File: src/ivr_pkg.sv
// Package with constants for the interrupt vector relocation block.
package ivr_pkg;
  // ----------------------------------------------------------------
  // Control register layout
  // ----------------------------------------------------------------
  localparam int unsigned IVR_CHG_BIT = 0;
  localparam int unsigned IVR_SEL_BIT = 1;
  localparam logic [7:0] IVR_CTRL_RESET = 8'h00;
  localparam int unsigned IVR_WINDOW_CYC = 4;
  // ----------------------------------------------------------------
  // Address map in words
  // ----------------------------------------------------------------
  localparam logic [11:0] IVR_APP_RESET_ADDR = 12'h000;
  localparam logic [11:0] IVR_APP_VEC_BASE = 12'h000;
  localparam logic [11:0] IVR_FLASH_WORDS = 12'hfff;
  // Boot start for each boot size fuse code 0..3; code 0 is the largest section.
  localparam logic [11:0] IVR_BOOT_START_0 = 12'hc00;
  localparam logic [11:0] IVR_BOOT_START_1 = 12'he00;
  localparam logic [11:0] IVR_BOOT_START_2 = 12'hf00;
  localparam logic [11:0] IVR_BOOT_START_3 = 12'hf80;
  localparam logic IVR_FUSE_PROGRAMMED = 1'b0;
  localparam int unsigned IVR_NUM_VEC = 19;
endpackage

File: src/ivr_window.sv
// Change-enable window timer for the vector select bit.
`timescale 1ns/100ps
module ivr_window
  import ivr_pkg::*;
#(
  parameter int unsigned WINDOW_CYC = IVR_WINDOW_CYC
) (
  input wire logic i_clk,
  input wire logic i_arst_n,
  input wire logic i_open,
  input wire logic i_close,
  output logic o_active
);
  logic [3:0] cnt_r;

  // The window closes after its count or on the select write, whichever first.
  always_ff @(posedge i_clk or negedge i_arst_n) begin
    if (!i_arst_n) begin
      cnt_r <= 4'h0;
    end else if (i_open) begin
      cnt_r <= 4'(WINDOW_CYC);
    end else if (i_close) begin
      cnt_r <= 4'h0;
    end else if (cnt_r != 4'h0) begin
      cnt_r <= cnt_r - 4'h1;
    end
  end

  assign o_active = (cnt_r != 4'h0);
endmodule

File: src/ivr_top.sv
// Interrupt vector relocation control with timed select change.
`timescale 1ns/100ps
// How it works
// - With select clear, vectors start at the beginning of program flash.
// - With select set, vectors start at the boot section start chosen by the boot size fuses.
// - A select write is taken only within four cycles after the change-enable bit is written to one.
// - Interrupts are masked from the cycle change-enable sets until the instruction after the select write ends.
// - With no select write, the mask lasts five cycles and then drops.
// - The automatic mask never touches the global interrupt enable flag.
// - Change-enable clears itself after five cycles or at the select write, whichever first.
// - Vectors in boot with the application lock programmed block interrupts while running in the application.
// - Vectors in application with the loader lock programmed block interrupts while running in the loader.
// - Fuse unprogrammed, 2K boot, select set gives reset at 000 and vectors c01 to c12.
// - Fuse programmed, 2K boot, select clear gives reset at c00 and vectors 001 to 012.
// - Fuse programmed, 2K boot, select set gives reset at c00 and vectors c01 to c12.
// - A relocated vector address is its table offset plus the boot start.
// - Boot reset fuse value one means unprogrammed and zero means programmed.
module ivr_top
  import ivr_pkg::*;
#(
  parameter int unsigned WINDOW_CYC = IVR_WINDOW_CYC
) (
  input wire logic i_clk,
  input wire logic i_arst_n,
  input wire logic i_ctrl_we,
  input wire logic [7:0] i_ctrl_wdata,
  input wire logic i_instr_done,
  input wire logic [1:0] i_boot_size_fuses,
  input wire logic i_boot_reset_fuse,
  input wire logic i_app_section_boot_lock,
  input wire logic i_loader_section_boot_lock,
  input wire logic [11:0] i_pc,
  input wire logic [4:0] i_vec_num,
  output logic [7:0] o_ctrl_rdata,
  output logic o_irq_block,
  output logic [11:0] o_reset_addr,
  output logic [11:0] o_vec_addr
);
  // ----------------------------------------------------------------
  // Change window
  // ----------------------------------------------------------------
  logic vector_table_select_r;
  logic win_active;
  logic open_req;
  logic sel_write;
  logic hold_r;
  logic [11:0] boot_start;
  logic vec_in_boot;
  logic in_boot_code;
  logic lock_block;

  assign open_req = i_ctrl_we && i_ctrl_wdata[IVR_CHG_BIT];
  // A write with change-enable zero inside the window is the select write.
  assign sel_write = i_ctrl_we && !i_ctrl_wdata[IVR_CHG_BIT] && win_active;

  ivr_window #(
    .WINDOW_CYC(WINDOW_CYC)
  ) u_window (
    .i_clk(i_clk),
    .i_arst_n(i_arst_n),
    .i_open(open_req),
    .i_close(sel_write),
    .o_active(win_active)
  );

  always_ff @(posedge i_clk or negedge i_arst_n) begin
    if (!i_arst_n) begin
      vector_table_select_r <= IVR_CTRL_RESET[IVR_SEL_BIT];
    end else if (sel_write) begin
      vector_table_select_r <= i_ctrl_wdata[IVR_SEL_BIT];
    end
    // Writes outside the window leave the select untouched.
  end

  // Keeps the mask over the instruction after the select write.
  always_ff @(posedge i_clk or negedge i_arst_n) begin
    if (!i_arst_n) begin
      hold_r <= 1'b0;
    end else if (sel_write) begin
      hold_r <= 1'b1;
    end else if (i_instr_done) begin
      hold_r <= 1'b0;
    end
  end

  // ----------------------------------------------------------------
  // Address generation
  // ----------------------------------------------------------------
  always_comb begin
    unique case (i_boot_size_fuses)
      2'd0: boot_start = IVR_BOOT_START_0;
      2'd1: boot_start = IVR_BOOT_START_1;
      2'd2: boot_start = IVR_BOOT_START_2;
      2'd3: boot_start = IVR_BOOT_START_3;
    endcase
  end

  assign vec_in_boot = vector_table_select_r;
  assign in_boot_code = (i_pc >= boot_start);
  assign lock_block = (vec_in_boot && !in_boot_code && i_app_section_boot_lock == IVR_FUSE_PROGRAMMED) ||
    (!vec_in_boot && in_boot_code && i_loader_section_boot_lock == IVR_FUSE_PROGRAMMED);

  // The block output only gates dispatch; the core's global enable stays as software left it.
  always_ff @(posedge i_clk or negedge i_arst_n) begin
    if (!i_arst_n) begin
      o_irq_block <= 1'b1;
    end else begin
      // Opening the window masks at once; the window itself covers the four cycles.
      o_irq_block <= open_req || (win_active && !sel_write) || sel_write ||
        (hold_r && !i_instr_done) || lock_block;
    end
  end

  always_ff @(posedge i_clk or negedge i_arst_n) begin
    if (!i_arst_n) begin
      o_reset_addr <= IVR_APP_RESET_ADDR;
      o_vec_addr <= IVR_APP_VEC_BASE;
      o_ctrl_rdata <= IVR_CTRL_RESET;
    end else begin
      o_reset_addr <= (i_boot_reset_fuse == IVR_FUSE_PROGRAMMED) ? boot_start : IVR_APP_RESET_ADDR;
      o_vec_addr <= (vec_in_boot ? boot_start : IVR_APP_VEC_BASE) + {7'h00, i_vec_num};
      o_ctrl_rdata <= {6'h00, (sel_write ? i_ctrl_wdata[IVR_SEL_BIT] : vector_table_select_r),
        (open_req || (win_active && !sel_write))};
    end
  end

  // ----------------------------------------------------------------
  // Checks
  // ----------------------------------------------------------------
  property p_mask_on_open;
    @(posedge i_clk) disable iff (!i_arst_n) open_req |=> o_irq_block;
  endproperty
  a_mask_on_open: assert property (p_mask_on_open) else $error("mask not set on change enable");

  property p_window_expiry;
    @(posedge i_clk) disable iff (!i_arst_n)
      (open_req && WINDOW_CYC == 4) ##1 (!i_ctrl_we)[*4] |=> !win_active;
  endproperty
  a_window_expiry: assert property (p_window_expiry) else $error("window open past four cycles");

  property p_late_write_ignored;
    @(posedge i_clk) disable iff (!i_arst_n)
      (i_ctrl_we && !win_active && !i_ctrl_wdata[IVR_CHG_BIT]) |=> $stable(vector_table_select_r);
  endproperty
  a_late_write_ignored: assert property (p_late_write_ignored) else $error("select changed outside window");

  property p_sel_taken;
    @(posedge i_clk) disable iff (!i_arst_n)
      sel_write |=> vector_table_select_r == $past(i_ctrl_wdata[IVR_SEL_BIT]);
  endproperty
  a_sel_taken: assert property (p_sel_taken) else $error("select write lost");

  property p_sel_closes;
    @(posedge i_clk) disable iff (!i_arst_n) sel_write |=> !win_active;
  endproperty
  a_sel_closes: assert property (p_sel_closes) else $error("window not closed by select write");

  property p_vec_base;
    @(posedge i_clk) disable iff (!i_arst_n)
      ##1 1'b1 |-> o_vec_addr == ($past(vector_table_select_r) ? $past(boot_start) : IVR_APP_VEC_BASE)
        + {7'h00, $past(i_vec_num)};
  endproperty
  a_vec_base: assert property (p_vec_base) else $error("vector address wrong");

  property p_reset_addr;
    @(posedge i_clk) disable iff (!i_arst_n)
      (i_boot_reset_fuse && i_boot_size_fuses == 2'd0) |=> o_reset_addr == IVR_APP_RESET_ADDR;
  endproperty
  a_reset_addr: assert property (p_reset_addr) else $error("reset address wrong");

  property p_lock_block;
    @(posedge i_clk) disable iff (!i_arst_n) lock_block |=> o_irq_block;
  endproperty
  a_lock_block: assert property (p_lock_block) else $error("lock did not block interrupts");

  property p_hold_after_sel;
    @(posedge i_clk) disable iff (!i_arst_n) (sel_write ##1 !i_instr_done) |=> o_irq_block;
  endproperty
  a_hold_after_sel: assert property (p_hold_after_sel) else $error("mask dropped before next instruction");

  // The mask must stand on every cycle that the window is open.
  property p_mask_in_window;
    @(posedge i_clk) disable iff (!i_arst_n) win_active |=> o_irq_block;
  endproperty
  a_mask_in_window: assert property (p_mask_in_window) else $error("mask missing inside window");

  // An unused window must release the mask, or the core would starve.
  property p_mask_expires;
    @(posedge i_clk) disable iff (!i_arst_n)
      (open_req && WINDOW_CYC == 4 && !hold_r) ##1 (!i_ctrl_we && !lock_block)[*5] |=> !o_irq_block;
  endproperty
  a_mask_expires: assert property (p_mask_expires) else $error("mask held past unused window");

  property p_hold_clears;
    @(posedge i_clk) disable iff (!i_arst_n)
      (hold_r && i_instr_done && !win_active && !open_req && !lock_block) |=> !o_irq_block;
  endproperty
  a_hold_clears: assert property (p_hold_clears) else $error("mask kept after next instruction");

  property p_chg_read;
    @(posedge i_clk) disable iff (!i_arst_n) open_req |=> o_ctrl_rdata[IVR_CHG_BIT];
  endproperty
  a_chg_read: assert property (p_chg_read) else $error("change enable not shown after write");

  property p_chg_clear_on_sel;
    @(posedge i_clk) disable iff (!i_arst_n) sel_write |=> !o_ctrl_rdata[IVR_CHG_BIT];
  endproperty
  a_chg_clear_on_sel: assert property (p_chg_clear_on_sel) else $error("change enable kept after select");

  property p_sel_read;
    @(posedge i_clk) disable iff (!i_arst_n) 1'b1 |=> o_ctrl_rdata[IVR_SEL_BIT] == vector_table_select_r;
  endproperty
  a_sel_read: assert property (p_sel_read) else $error("read select differs from stored select");

  property p_reset_boot;
    @(posedge i_clk) disable iff (!i_arst_n)
      (i_boot_reset_fuse == IVR_FUSE_PROGRAMMED && i_boot_size_fuses == 2'd0) |=> o_reset_addr == IVR_BOOT_START_0;
  endproperty
  a_reset_boot: assert property (p_reset_boot) else $error("boot reset address wrong");

  property p_vec_app;
    @(posedge i_clk) disable iff (!i_arst_n)
      (!vector_table_select_r && i_vec_num == 5'd1) |=> o_vec_addr == 12'h001;
  endproperty
  a_vec_app: assert property (p_vec_app) else $error("application vector address wrong");

  property p_vec_boot_2k;
    @(posedge i_clk) disable iff (!i_arst_n)
      (vector_table_select_r && i_boot_size_fuses == 2'd0 && i_vec_num == 5'd18) |=> o_vec_addr == 12'hc12;
  endproperty
  a_vec_boot_2k: assert property (p_vec_boot_2k) else $error("boot vector address wrong");
endmodule

File: config.mk
export PLATFORM = sky130hd
export DESIGN_NAME = ivr_top
export DESIGN_NICKNAME = d
export VERILOG_FILES = /design/src/ivr_pkg.sv /design/src/ivr_window.sv /design/src/ivr_top.sv
export SDC_FILE = /design/constraint.sdc
export NUM_CORES = 1
export LEC_CHECK = 0
export ABC_AREA = 1
export BUFFER_PORTS_ARGS = -buffer_cell sky130_fd_sc_hd__clkbuf_2
export CORE_MARGIN = 5
export CORE_UTILIZATION = 46
export DETAILED_ROUTE_END_ITERATION = 16
export PLACE_DENSITY = 0.85
export SYNTH_ARGS = -nofsm -noshare
export SYNTH_HDL_FRONTEND = slang
export SYNTH_HIERARCHICAL = 1
export SYNTH_SLANG_ARGS = --single-unit
File: constraint.sdc
create_clock -name i_clk -period 3.3 [get_ports i_clk]
set_input_delay 0 -clock i_clk [delete_from_list [all_inputs] [get_ports i_clk]]
set_output_delay 0 -clock i_clk [all_outputs]
set_load 0.05 [all_outputs]
# After elaboration in Yosys (flattened, before gate mapping)
# Cells that the tools add are included.
# word_totals
ff_bits,33
# classes
bitwise_logic,2
order_cmp,1
reduce_logical,23
eq_ne,3
mux,9
addsub,2
# op_table
op,count
one-hot mux 12 bit (4 select lines),1
two-way mux 12 bit,2
adder 12 x 5 -> 12 bit,1
greater-or-equal comparator 12 bit,1
two-way mux 4 bit,3
logical AND 1 bit,9
zero test 1 bit,5
logical OR 1 bit,5
"== test 2 bit, second input constant",2
nonzero test 4 bit,1
"subtractor 4 x 1 -> 4 bit, second input constant",1
two-way mux 1 bit,3
nonzero test 3 bit,1
"== test 2 x 1 -> 1 bit, second input constant",1
zero test 2 bit,1
NOT 1 bit,2
nonzero test 2 bit,1

# Longest topological paths before layout
# Gate-level depths: netlist of run 1.
# logic_depth
word_depth,9
ltp_mapped,9

# By module
# Netlist of run 1, hierarchy kept.
# modules_own_cells
mod,area_each_um2,n_inst,cells_each,seq_area_each_um2
ivr_top,880.8,1,96,426.7
ivr_window,274.0,1,34,100.1

# Least setup slack after synthesis of run 1
# No wires, ideal clock.
# synth_timing
path_kind,register -> register
start,reg u_window.cnt_r[0]
end,reg u_window.cnt_r[1]
required_ns,3.235
arrival_time_ns,1.233
path_stages_with_launch,9
slack_ns,2.002
setup_time_ns,0.065
path_cell_list,dfrtp_1 inv_1 ha_1 nand3_4 nand2_2 inv_2 nor2_4 nand4_1 nand2_1
# synth_between
elab_chain_len,4
elab_cells_between_ends,7
classes_between,1 x add/sub; 3 x mux; 3 x reduce/logical
# synth_rtl
item,line,rtl
from (decl),ivr_window.sv:14,logic [3:0] cnt_r;
from (signal assigned),ivr_window.sv:21,cnt_r <= 4'(WINDOW_CYC);
from (signal assigned),ivr_window.sv:25,cnt_r <= cnt_r - 4'h1;
nonzero test 4 bit *,ivr_window.sv:29,assign o_active = (cnt_r != 4'h0);
net win_active,ivr_top.sv:43,logic win_active;
logical AND 1 bit *,ivr_top.sv:54,assign sel_write = i_ctrl_we && !i_ctrl_wdata[IVR_CHG_BIT] && win_active;
net sel_write,ivr_top.sv:45,logic sel_write;
two-way mux 4 bit,ivr_window.sv:22,end else if (i_close) begin
two-way mux 4 bit,ivr_window.sv:20,end else if (i_open) begin
# Mark *: on every way through the listed nets, which the timed path passes. The rest lies on a longest branch. The select of a mux whose other input is x is not followed.
# A chain may end at the register's enable or synchronous reset.

# Final worst setup path of run 1
# layout_timing
start,in i_boot_size_fuses[1]
end,reg o_irq_block
# layout_between
elab_chain_len,8
elab_cells_between_ends,13
classes_between,1 x order compare; 3 x eq/ne; 1 x mux; 8 x reduce/logical
# layout_rtl
item,line,rtl
from (decl),ivr_top.sv:28,"input wire logic [1:0] i_boot_size_fuses,"
"== test 2 bit, or another cell as far along",ivr_top.sv:90,unique case (i_boot_size_fuses)
one-hot mux 12 bit (4 select lines) *,ivr_top.sv:90,
greater-or-equal comparator 12 bit *,ivr_top.sv:99,assign in_boot_code = (i_pc >= boot_start);
zero test 1 bit,ivr_top.sv:100,assign lock_block = (vec_in_boot && !in_boot_code && i_app_section_boot_lock == IVR_FUSE_PROGRAMMED) ||
logical AND 1 bit (2 in series),ivr_top.sv:100,
logical OR 1 bit *,ivr_top.sv:100,
logical OR 1 bit *,ivr_top.sv:110,(hold_r && !i_instr_done) || lock_block;
to (signal assigned),ivr_top.sv:109,o_irq_block <= open_req || (win_active && !sel_write) || sel_write ||
to (decl),ivr_top.sv:35,"output logic o_irq_block,"
# Every way passes the cells marked *; elsewhere a longest branch is shown, timed or not. The select of a mux whose other input is x is not followed.

==> run metrics, run 1 <==
Syn-to-layout area delta=32.7%; cell taking the most area after synthesis=dfrtp_1; Mapped Cells=130; Final Cycle Share=58.8%; global route overflow=0; Die Y=60.1 um; largest net degree at the start of global routing=22; count of cell types in the netlist=22; DRT iter0 DRCs=15; Worst EP required=~3500 ps; PD cells=roughly 630 nW/um2; commonest non-fill, non-tap cell in the layout=clkbuf_2; EDFF count, synth=0; DPL Wire Length=~1800 um; sequential area share after synthesis=between 40% and 50%; Post-Syn Area=1150 um2; hold endpoint=o_ctrl_rdata[1]; top cells by area, synth=dfrtp_1 (43%), buf_4 (12%), nand2_1 (7.5%); syn_area_per_cell=8.88 um2; first-pass GRT wire length=~3500 um; Fin Hold WS=105 ps; Crit Reg-Reg Endpoint=o_irq_block; routing usage on met3=under 10%; maxcap violations=0; CP arrival=2170 ps; final hold violations=0; worst reg2reg path depth=8; Critical Setup Path Class=in -> reg; post-layout util=a little over three fifths; Root Driver=clkbuf_4; DRT antenna net count=0; share of the synthesized area in the top cell type=between 40 and 50%; Initial Utilization=about 47%; residual DRC count=0; Final Slew Violations=0; DR vias=roughly 950; n_diodes=0; Total Power=approximately 0.00096 W; TNS Setup=0 ps; nets@finish=232; Worst VDD drop=about 0.43 mV; CTS clock-pin slew for the worst setup and hold paths=~110 ps; Primary FF master, synth=dfrtp_1; drt wl/cell=~10 um; post-route setup slack=about 1400 ps; pre-CTS setup slack=approximately 1900 ps; core box area=between 2000 and 2500 um2; CTS Buf Count=3; Final Critical Period=between 1500 and 2000 ps; GR Layer Usage met2=roughly 26%; most frequent cells in the layout=clkbuf_2 (45), nand2_1 (23), dfrtp_1 (20); WHS Path Cells=6; Vias/cell=around 4.3; clk sinks=21; sum of routed wire length over all layers=2290 um; Clk Latency, worst-skew pair=approximately 290 ps; iteration count of the initial detailed-routing pass=3; CP Capture Type=flip-flop; Startpoint Class=input port; Placer Congestion=0.714; number of I/O pins=67; Setup crit start=i_boot_size_fuses[1]; P_leak=slightly above 0.9 nW; CTS Buffer Depth=2; Top Usage Layer GRT=met2; RSZ-0062 raised after global routing=false; Setup Skew=approximately 5.7 ps; status=finished, final reports clean; crit path max fanout=4; PortBufs=45; fmax=0.516 GHz; share of layout cells above drive strength 1=between 30% and 40%; flop-to-flop setup slack=1460 ps; number of core rows=18; CTS H-tree depth=1; #FFs+latches synth=21; min-delay src=i_ctrl_wdata[0]; Worst R2R Start=u_window/cnt_r[0]; cells resized by post-CTS repair=0; CTS tree=done; die area=between 3000 and 4000 um2; vias in the first global route=~900; class of the worst hold path=in -> reg; met1 Usage GRT=roughly an eighth; initial antenna violation count=0; yosys warns=6; asr flop ratio synth=100%; width of the die=~60 um; GRT Overall Usage=between 10% and 20%; setup violators final=0
## cell families after synthesis
logic type / count (synthesis) / share of synthesized area, %
and+or+nand+nor: 57 / 27.6
buffers and inverters: 44 / 20.2
DFF: 21 / 45.6
adders and majority gates: 5 / 5.42
AOI/OAI and AO/OA: 2 / 0.866
other: 1 / 0.325
## cells in the mapped netlist (all sizes together), types with 3 or more instances
library cell and n:
nand4 3, nand3 6, inv 25, dfrtp 20
nand3b 3, nand2 29, ha 5, nor2 16
buf 18
## critical path, stage by stage
cell and delay (ps):
dlygate4sd3_1 550, clkbuf_2 140, nor2_1 200, ha_1 290, a21oi_1 140, nand2_1 60
nand2_1 70, nand2_1 50, nand2_1 50, nand3_1 50, dlygate4sd3_1 550
## power breakdown
part,total [W],internal (W),switching (W)
Sequential,0.000351,0.000317,0.0000339
Clock,0.000117,0.0000451,0.0000719
Combinational,0.000490,0.000142,0.000348
Total,0.000958,0.000504,0.000454
## worst max-delay path by stage
stage          slack, ps           endpoint  cells after the start
2_1_floorplan       2000  u_window/cnt_r[1]                      8
3_3_place_gp        1870  u_window/cnt_r[1]                      8
3_5_place_dp        1850  u_window/cnt_r[1]                      8
4_1_cts             1410        o_irq_block                     11
5_1_grt             1260        o_irq_block                     11
6_report            1360        o_irq_block                     11
## flip-flops by register name, summed over array words and instances, names as in the netlist
name	cells
o_vec_addr	9
o_reset_addr	4
u_window/cnt_r	4
o_ctrl_rdata	2
hold_r	1
o_irq_block	1
## stage by stage
stage                     area [um2]  std cells
after floorplan                 1210        144
after global placement          1340        201
after detailed placement        1340        201
after CTS                       1530        222
after global routing            1530        222
final                           1530        222
## area by class of cell
cell class | instances | area (um2)
fill | 217 | 900
sequential | 21 | 527
multi-input combinational | 79 | 448
timing repair buffer | 62 | 395
inverter | 26 | 97.6
tap | 30 | 37.5
clock buffer | 3 | 22.5
clock inverter | 1 | 5.00
## timing repair
item / CTS / global route
hold endpoints to repair: 37 / 0
setup buffers: 0 / 0
hold buffers: 17 / 0
## metal layers
layer / up-vias / share of wire (%) / routed length, um
li1: 476 / - / -
met1: 439 / 39 / 884
met2: 36 / 53 / 1210
met3: 0 / 8.6 / 196
met4: 0 / 0 / 0
met5: - / 0 / 0
Power figures use the tool's default switching activity.
==> inputs of run 2 (changes only) <==
--- a/config.mk
+++ b/config.mk
@@ -8,9 +8,9 @@
 export ABC_AREA = 1
 export BUFFER_PORTS_ARGS = -buffer_cell sky130_fd_sc_hd__clkbuf_2
 export CORE_MARGIN = 5
-export CORE_UTILIZATION = 46
+export CORE_UTILIZATION = 43
 export DETAILED_ROUTE_END_ITERATION = 16
-export PLACE_DENSITY = 0.85
+export PLACE_DENSITY = 0.8
 export SYNTH_ARGS = -nofsm -noshare
 export SYNTH_HDL_FRONTEND = slang
 export SYNTH_HIERARCHICAL = 1
==> constraint.sdc (replaced) <==
create_clock -name i_clk -period 1.8 [get_ports i_clk]
set_input_delay 0 -clock i_clk [delete_from_list [all_inputs] [get_ports i_clk]]
set_output_delay 0 -clock i_clk [all_outputs]
set_load 0.05 [all_outputs]
==> run 2 against run 1 <==
Compared with the run above: register-to-register slack got worse by 1400 ps; combinational power increased by 81%; design area about the same; wire length decreased by 2.2%; critical path type unchanged; highest routed layer unchanged.
==> run metrics, run 2 (same netlist as run 1, synthesis figures left out) <==
CP arrival=~1900 ps; PortBufs=45; clock power share=between 10% and 20%; P_leak=0.914 nW; Area after DPL=approximately 1300 um2; Worst VDD drop=1.02 mV; clk sinks=21; DPL Wire Length=1750 um; Net Sw Frac=between 40% and 50%; sequential power share=a little under two fifths; Root Driver=clkbuf_4; max reg flops=9; post-layout util=between 60% and 70%; Syn-to-layout area delta=32.6%; Initial Utilization=45.8%; Worst EP required=1990 ps; CTS Buffer Depth=2; Vias/cell=approximately 4.2; n_diodes=0; Cell Count Post-Placement=approximately 200; final hold violations=0; crit path max fanout=3; PD cells=about 1100 nW/um2; Psw=between 0.0008 and 0.0009 W; CTS tree=done; DRT iter0 DRCs=16; vias in the first global route=832; sum of routed wire length over all layers=2240 um; # hold bufs at CTS=17; biggest regs=o_vec_addr: 9 flops, o_reset_addr: 4 flops, u_window/cnt_r: 4 flops; TNS Setup=0 ps; status=finished, final reports clean; setup violators final=0; Die Y=roughly 62 um; die area=around 3800 um2; Comb power frac=between 50% and 60%; class of the worst hold path=in -> reg; Clk Latency, worst-skew pair=a little under 300 ps; Final Critical Period=1740 ps; commonest non-fill, non-tap cell in the layout=clkbuf_2; global route overflow=0; number of core rows=18; CTS H-tree depth=1; Final Slew Violations=0; met1 Usage GRT=a little over an eighth; GR Layer Usage met2=22.4%; DRT antenna net count=0; drt wl/cell=~10 um; CTS Buf Count=3; design area=1530 um2; number of I/O pins=67; most frequent cells in the layout=clkbuf_2 (45), nand2_1 (23), dfrtp_1 (20); initial antenna violation count=0; Top Usage Layer GRT=met2; DR vias=938; Fillers=about 220; largest reg by FF count=o_vec_addr; routing usage on met3=~3.3%; first-pass GRT wire length=about 3400 um; core box area=approximately 2500 um2; Placer Congestion=roughly 0.78; residual DRC count=0; setup bufs post-CTS=0; fmax=around 0.57 GHz; CTS clock-pin slew for the worst setup and hold paths=approximately 110 ps; cells resized by post-CTS repair=0; Critical Setup Path Class=in -> reg; Startpoint Class=input port; nets@finish=roughly 230; CP Capture Type=flip-flop; Int Power=a little over 0.0009 W; largest net degree at the start of global routing=22; Final Cycle Share=96.7%; GRT Overall Usage=a little under an eighth; maxcap violations=0; Setup Skew=3.89 ps; RSZ-0062 raised after global routing=false; iteration count of the initial detailed-routing pass=6; width of the die=~62 um; share of layout cells above drive strength 1=36.5%; Total Power=0.00176 W; Finished Layout Cells=about 220
[run 2: cell count changes in the layout (fill, tap and decap cells not counted)]
cell	change
clkbuf_1	+1
clkinv_2	-1
[run 2: power by group through the flow]
| stage | Sequential [W] | Combinational (W) | Clock [W] |
|---|---|---|---|
| floorplan | 0.000823 | 0.000549 | 0 |
| global placement | 0.000651 | 0.000836 | 0 |
| detailed placement | 0.000656 | 0.000850 | 0 |
| CTS | 0.000646 | 0.000895 | 0.000232 |
| global route | 0.000657 | 0.000974 | 0.000248 |
| finish | 0.000645 | 0.000889 | 0.000223 |
[run 2: layer usage]
layer | routed length [um] | vias up
met4 | 0 | 0
met3 | 280 | 0
met1 | 847 | 415
met5 | 0 | -
li1 | - | 478
met2 | 1110 | 45
[run 2: critical path, stage by stage]
cell	delay, ps
dlygate4sd3_1	540
clkbuf_2	130
nand2_1	90
dlygate4sd3_1	550
nand2_1	60
dlygate4sd3_1	560
[run 2: path summary, 6_finish.rpt]
check / from / to / slack [ps] / cells after the start
min reg2reg: o_ctrl_rdata[1] / o_vec_addr[10] / 510 / 0
max reg2reg: u_window/cnt_r[0] / o_ctrl_rdata[0] / 90 / 6
max in group asynchronous: i_arst_n / o_irq_block / 1250 / 2
max: i_ctrl_wdata[0] / o_ctrl_rdata[0] / 60 / 6
min in group asynchronous: i_arst_n / o_vec_addr[2] / 200 / 2
min: i_pc[10] / o_irq_block / 80 / 6
[run 2: stage by stage]
| stage | setup slack (ps) | hold slack [ps] |
|---|---|---|
| after floorplan | 502 | -296 |
| after global placement | 370 | -11.0 |
| after detailed placement | 348 | -1.37 |
| after CTS | 84.5 | 77.6 |
| after global routing | 0.147 | 112 |
| final | 59.3 | 77.9 |
[run 2: area by class of cell]
type                            instances  area [um2]  area share [%]
Clock buffer                            4        26.3            1.72
Inverter                               26        97.6            6.37
Multi-Input combinational cell         79         448            29.2
Sequential cell                        21         527            34.4
Tap cell                               30        37.5            2.45
Timing Repair Buffer                   62         395            25.8
==> inputs of run 3 (changes only) <==
--- a/config.mk
+++ b/config.mk
@@ -11,6 +11,7 @@
 export CORE_UTILIZATION = 43
 export DETAILED_ROUTE_END_ITERATION = 16
 export PLACE_DENSITY = 0.8
+export RECOVER_POWER = 50
 export SYNTH_ARGS = -nofsm -noshare
 export SYNTH_HDL_FRONTEND = slang
 export SYNTH_HIERARCHICAL = 1
==> run 3 against run 2 <==
Compared with the run above: utilization is 0.099 points lower; setup slack worse by 1.2 ps; design area shrank 0.16%; power about the same; non-clock buffer count is the same; combinational power barely moved; largest power group unchanged; cell count unchanged; critical endpoint unchanged; critical path type unchanged; clock-buffer cell count unchanged.
==> run metrics, run 3 (same netlist as run 1, synthesis figures left out) <==
status=finished, final reports clean; min-delay src=i_pc[10]; Initial Utilization=between 40% and 50%; worst reg2reg path depth=6; Setup Skew=3.76 ps; setup bufs post-CTS=0; RSZ-0062 raised after global routing=false; Startpoint Class=input port; core box area=approximately 2500 um2; TNS Setup=0 ps; share of layout cells above drive strength 1=between 30% and 40%; DRT iter0 DRCs=16; fmax=approximately 0.57 GHz; max reg flops=9; P_leak=around 0.91 nW; commonest non-fill, non-tap cell in the layout=clkbuf_2; hold endpoint=o_irq_block; DPL Wire Length=about 1800 um; Final Cycle Share=slightly below 100%; CP arrival=between 1500 and 2000 ps; Worst R2R Start=u_window/cnt_r[0]; Met1 Wirelength=853 um; DRT antenna net count=0; Critical Setup Path Class=in -> reg; largest reg by FF count=o_vec_addr; drt wl/cell=10.1 um; slowest stage delay, CP=around 560 ps; Final Critical Period=roughly 1700 ps; met2 WL=between 1000 and 1500 um; Placer Congestion=slightly below 0.8; biggest regs=o_vec_addr: 9 flops, o_reset_addr: 4 flops, u_window/cnt_r: 4 flops; Vias/cell=4.22; sum of routed wire length over all layers=~2200 um; Crit Reg-Reg Endpoint=o_ctrl_rdata[0]; residual DRC count=0; CTS Buffer Depth=2; number of core rows=18; CTS Buf Count=3; maxcap violations=0; CP Capture Type=flip-flop; uppermost layer routed=met3; number of I/O pins=67; flop-to-flop setup slack=around 90 ps; ordered list of cells on the worst path=dlygate4sd3_1, clkbuf_2, nand2_1, dlygate4sd3_1, nand2_1, dlygate4sd3_1; n_diodes=0; PD cells=1150 nW/um2; final hold violations=0; Die Y=61.8 um; most frequent cells in the layout=clkbuf_2 (43), nand2_1 (23), dfrtp_1 (20); die area=3820 um2; largest net degree at the start of global routing=22; CTS H-tree depth=1; clk sinks=21; setup violators final=0; Syn-to-layout area delta=32.4%; initial antenna violation count=0; WHS Path Cells=6; class of the worst hold path=in -> reg; Worst EP required=1990 ps; first-pass GRT wire length=around 3400 um; Total Power=approximately 0.0018 W; CP max-delay cell=dlygate4sd3_1; Final Slew Violations=0; crit path max fanout=3; Worst VDD drop=1.02 mV; Relative slew margins=between 20% and 30%; Root Driver=clkbuf_4; measured slew at the worst slew-check pin=about 1100 ps; CTS clock-pin slew for the worst setup and hold paths=110 ps; wire length on met3=approximately 270 um; width of the die=between 60 and 70 um; Clk Latency, worst-skew pair=290 ps; iteration count of the initial detailed-routing pass=4; global route overflow=0; vias in the first global route=roughly 830; CTS tree=done; DR vias=936; GRT Overall Usage=between 10% and 20%; CP dominant cell by count=dlygate4sd3_1; nets@finish=around 230; PortBufs=45
## run 3: through the flow
stage / instance area, um2 / hold WS [ps] / utilization (%) / instances / setup slack, ps
global route: 1530 / 112 / 60.6 / 222 / 0.147
finish: 1530 / 78.3 / 60.6 / 222 / 58.0
floorplan: 1210 / -296 / - / 144 / 502
detailed placement: 1340 / -1.37 / 52.9 / 201 / 348
CTS: 1530 / 77.6 / 60.7 / 222 / 84.5
global placement: 1340 / -11.0 / 52.9 / 201 / 370
## run 3: cell type report
cell class,instances,area (um2)
Multi-Input combinational cell,79,448
Clock buffer,4,26.3
Fill cell,219,993
Inverter,26,97.6
Sequential cell,21,527
Tap cell,30,37.5
Timing Repair Buffer,62,393
## run 3: critical path, delay by kind of cell
family / cells / cell delay, ps
buf+inv: 4 / 1780
simple gates: 2 / 150
## run 3: worst max-delay path by stage
stage                     slack [ps]  cells after the start                 to               from
after detailed placement         350                      8  u_window/cnt_r[1]  u_window/cnt_r[0]
after floorplan                  500                      8  u_window/cnt_r[1]  u_window/cnt_r[0]
after global placement           370                      8  u_window/cnt_r[1]  u_window/cnt_r[0]
after CTS                         80                      6             hold_r  u_window/cnt_r[0]
final                             60                      6    o_ctrl_rdata[0]    i_ctrl_wdata[0]
after global routing             0.1                      6    o_ctrl_rdata[0]    i_ctrl_wdata[0]
## run 3: where the power goes
group / switching [W] / total (W) / leakage, nW / internal (W)
Combinational: 0.000635 / 0.000890 / 0.636 / 0.000254
Clock: 0.000137 / 0.000223 / 0.0150 / 0.0000861
Sequential: 0.0000646 / 0.000645 / 0.257 / 0.000581
## run 3: repair_timing
item | CTS | global route
endpoints found under the hold margin | 36 | 0
resized for setup | 0 | 0
hold buffers | 17 | 0
## run 3: layer usage
layer  global-route usage, %  vias to the layer above
met4                    2.73                        0
met2                    22.4                       42
met3                    3.31                        0
met1                    13.0                      416
met5                       0                        -
li1                        -                      478
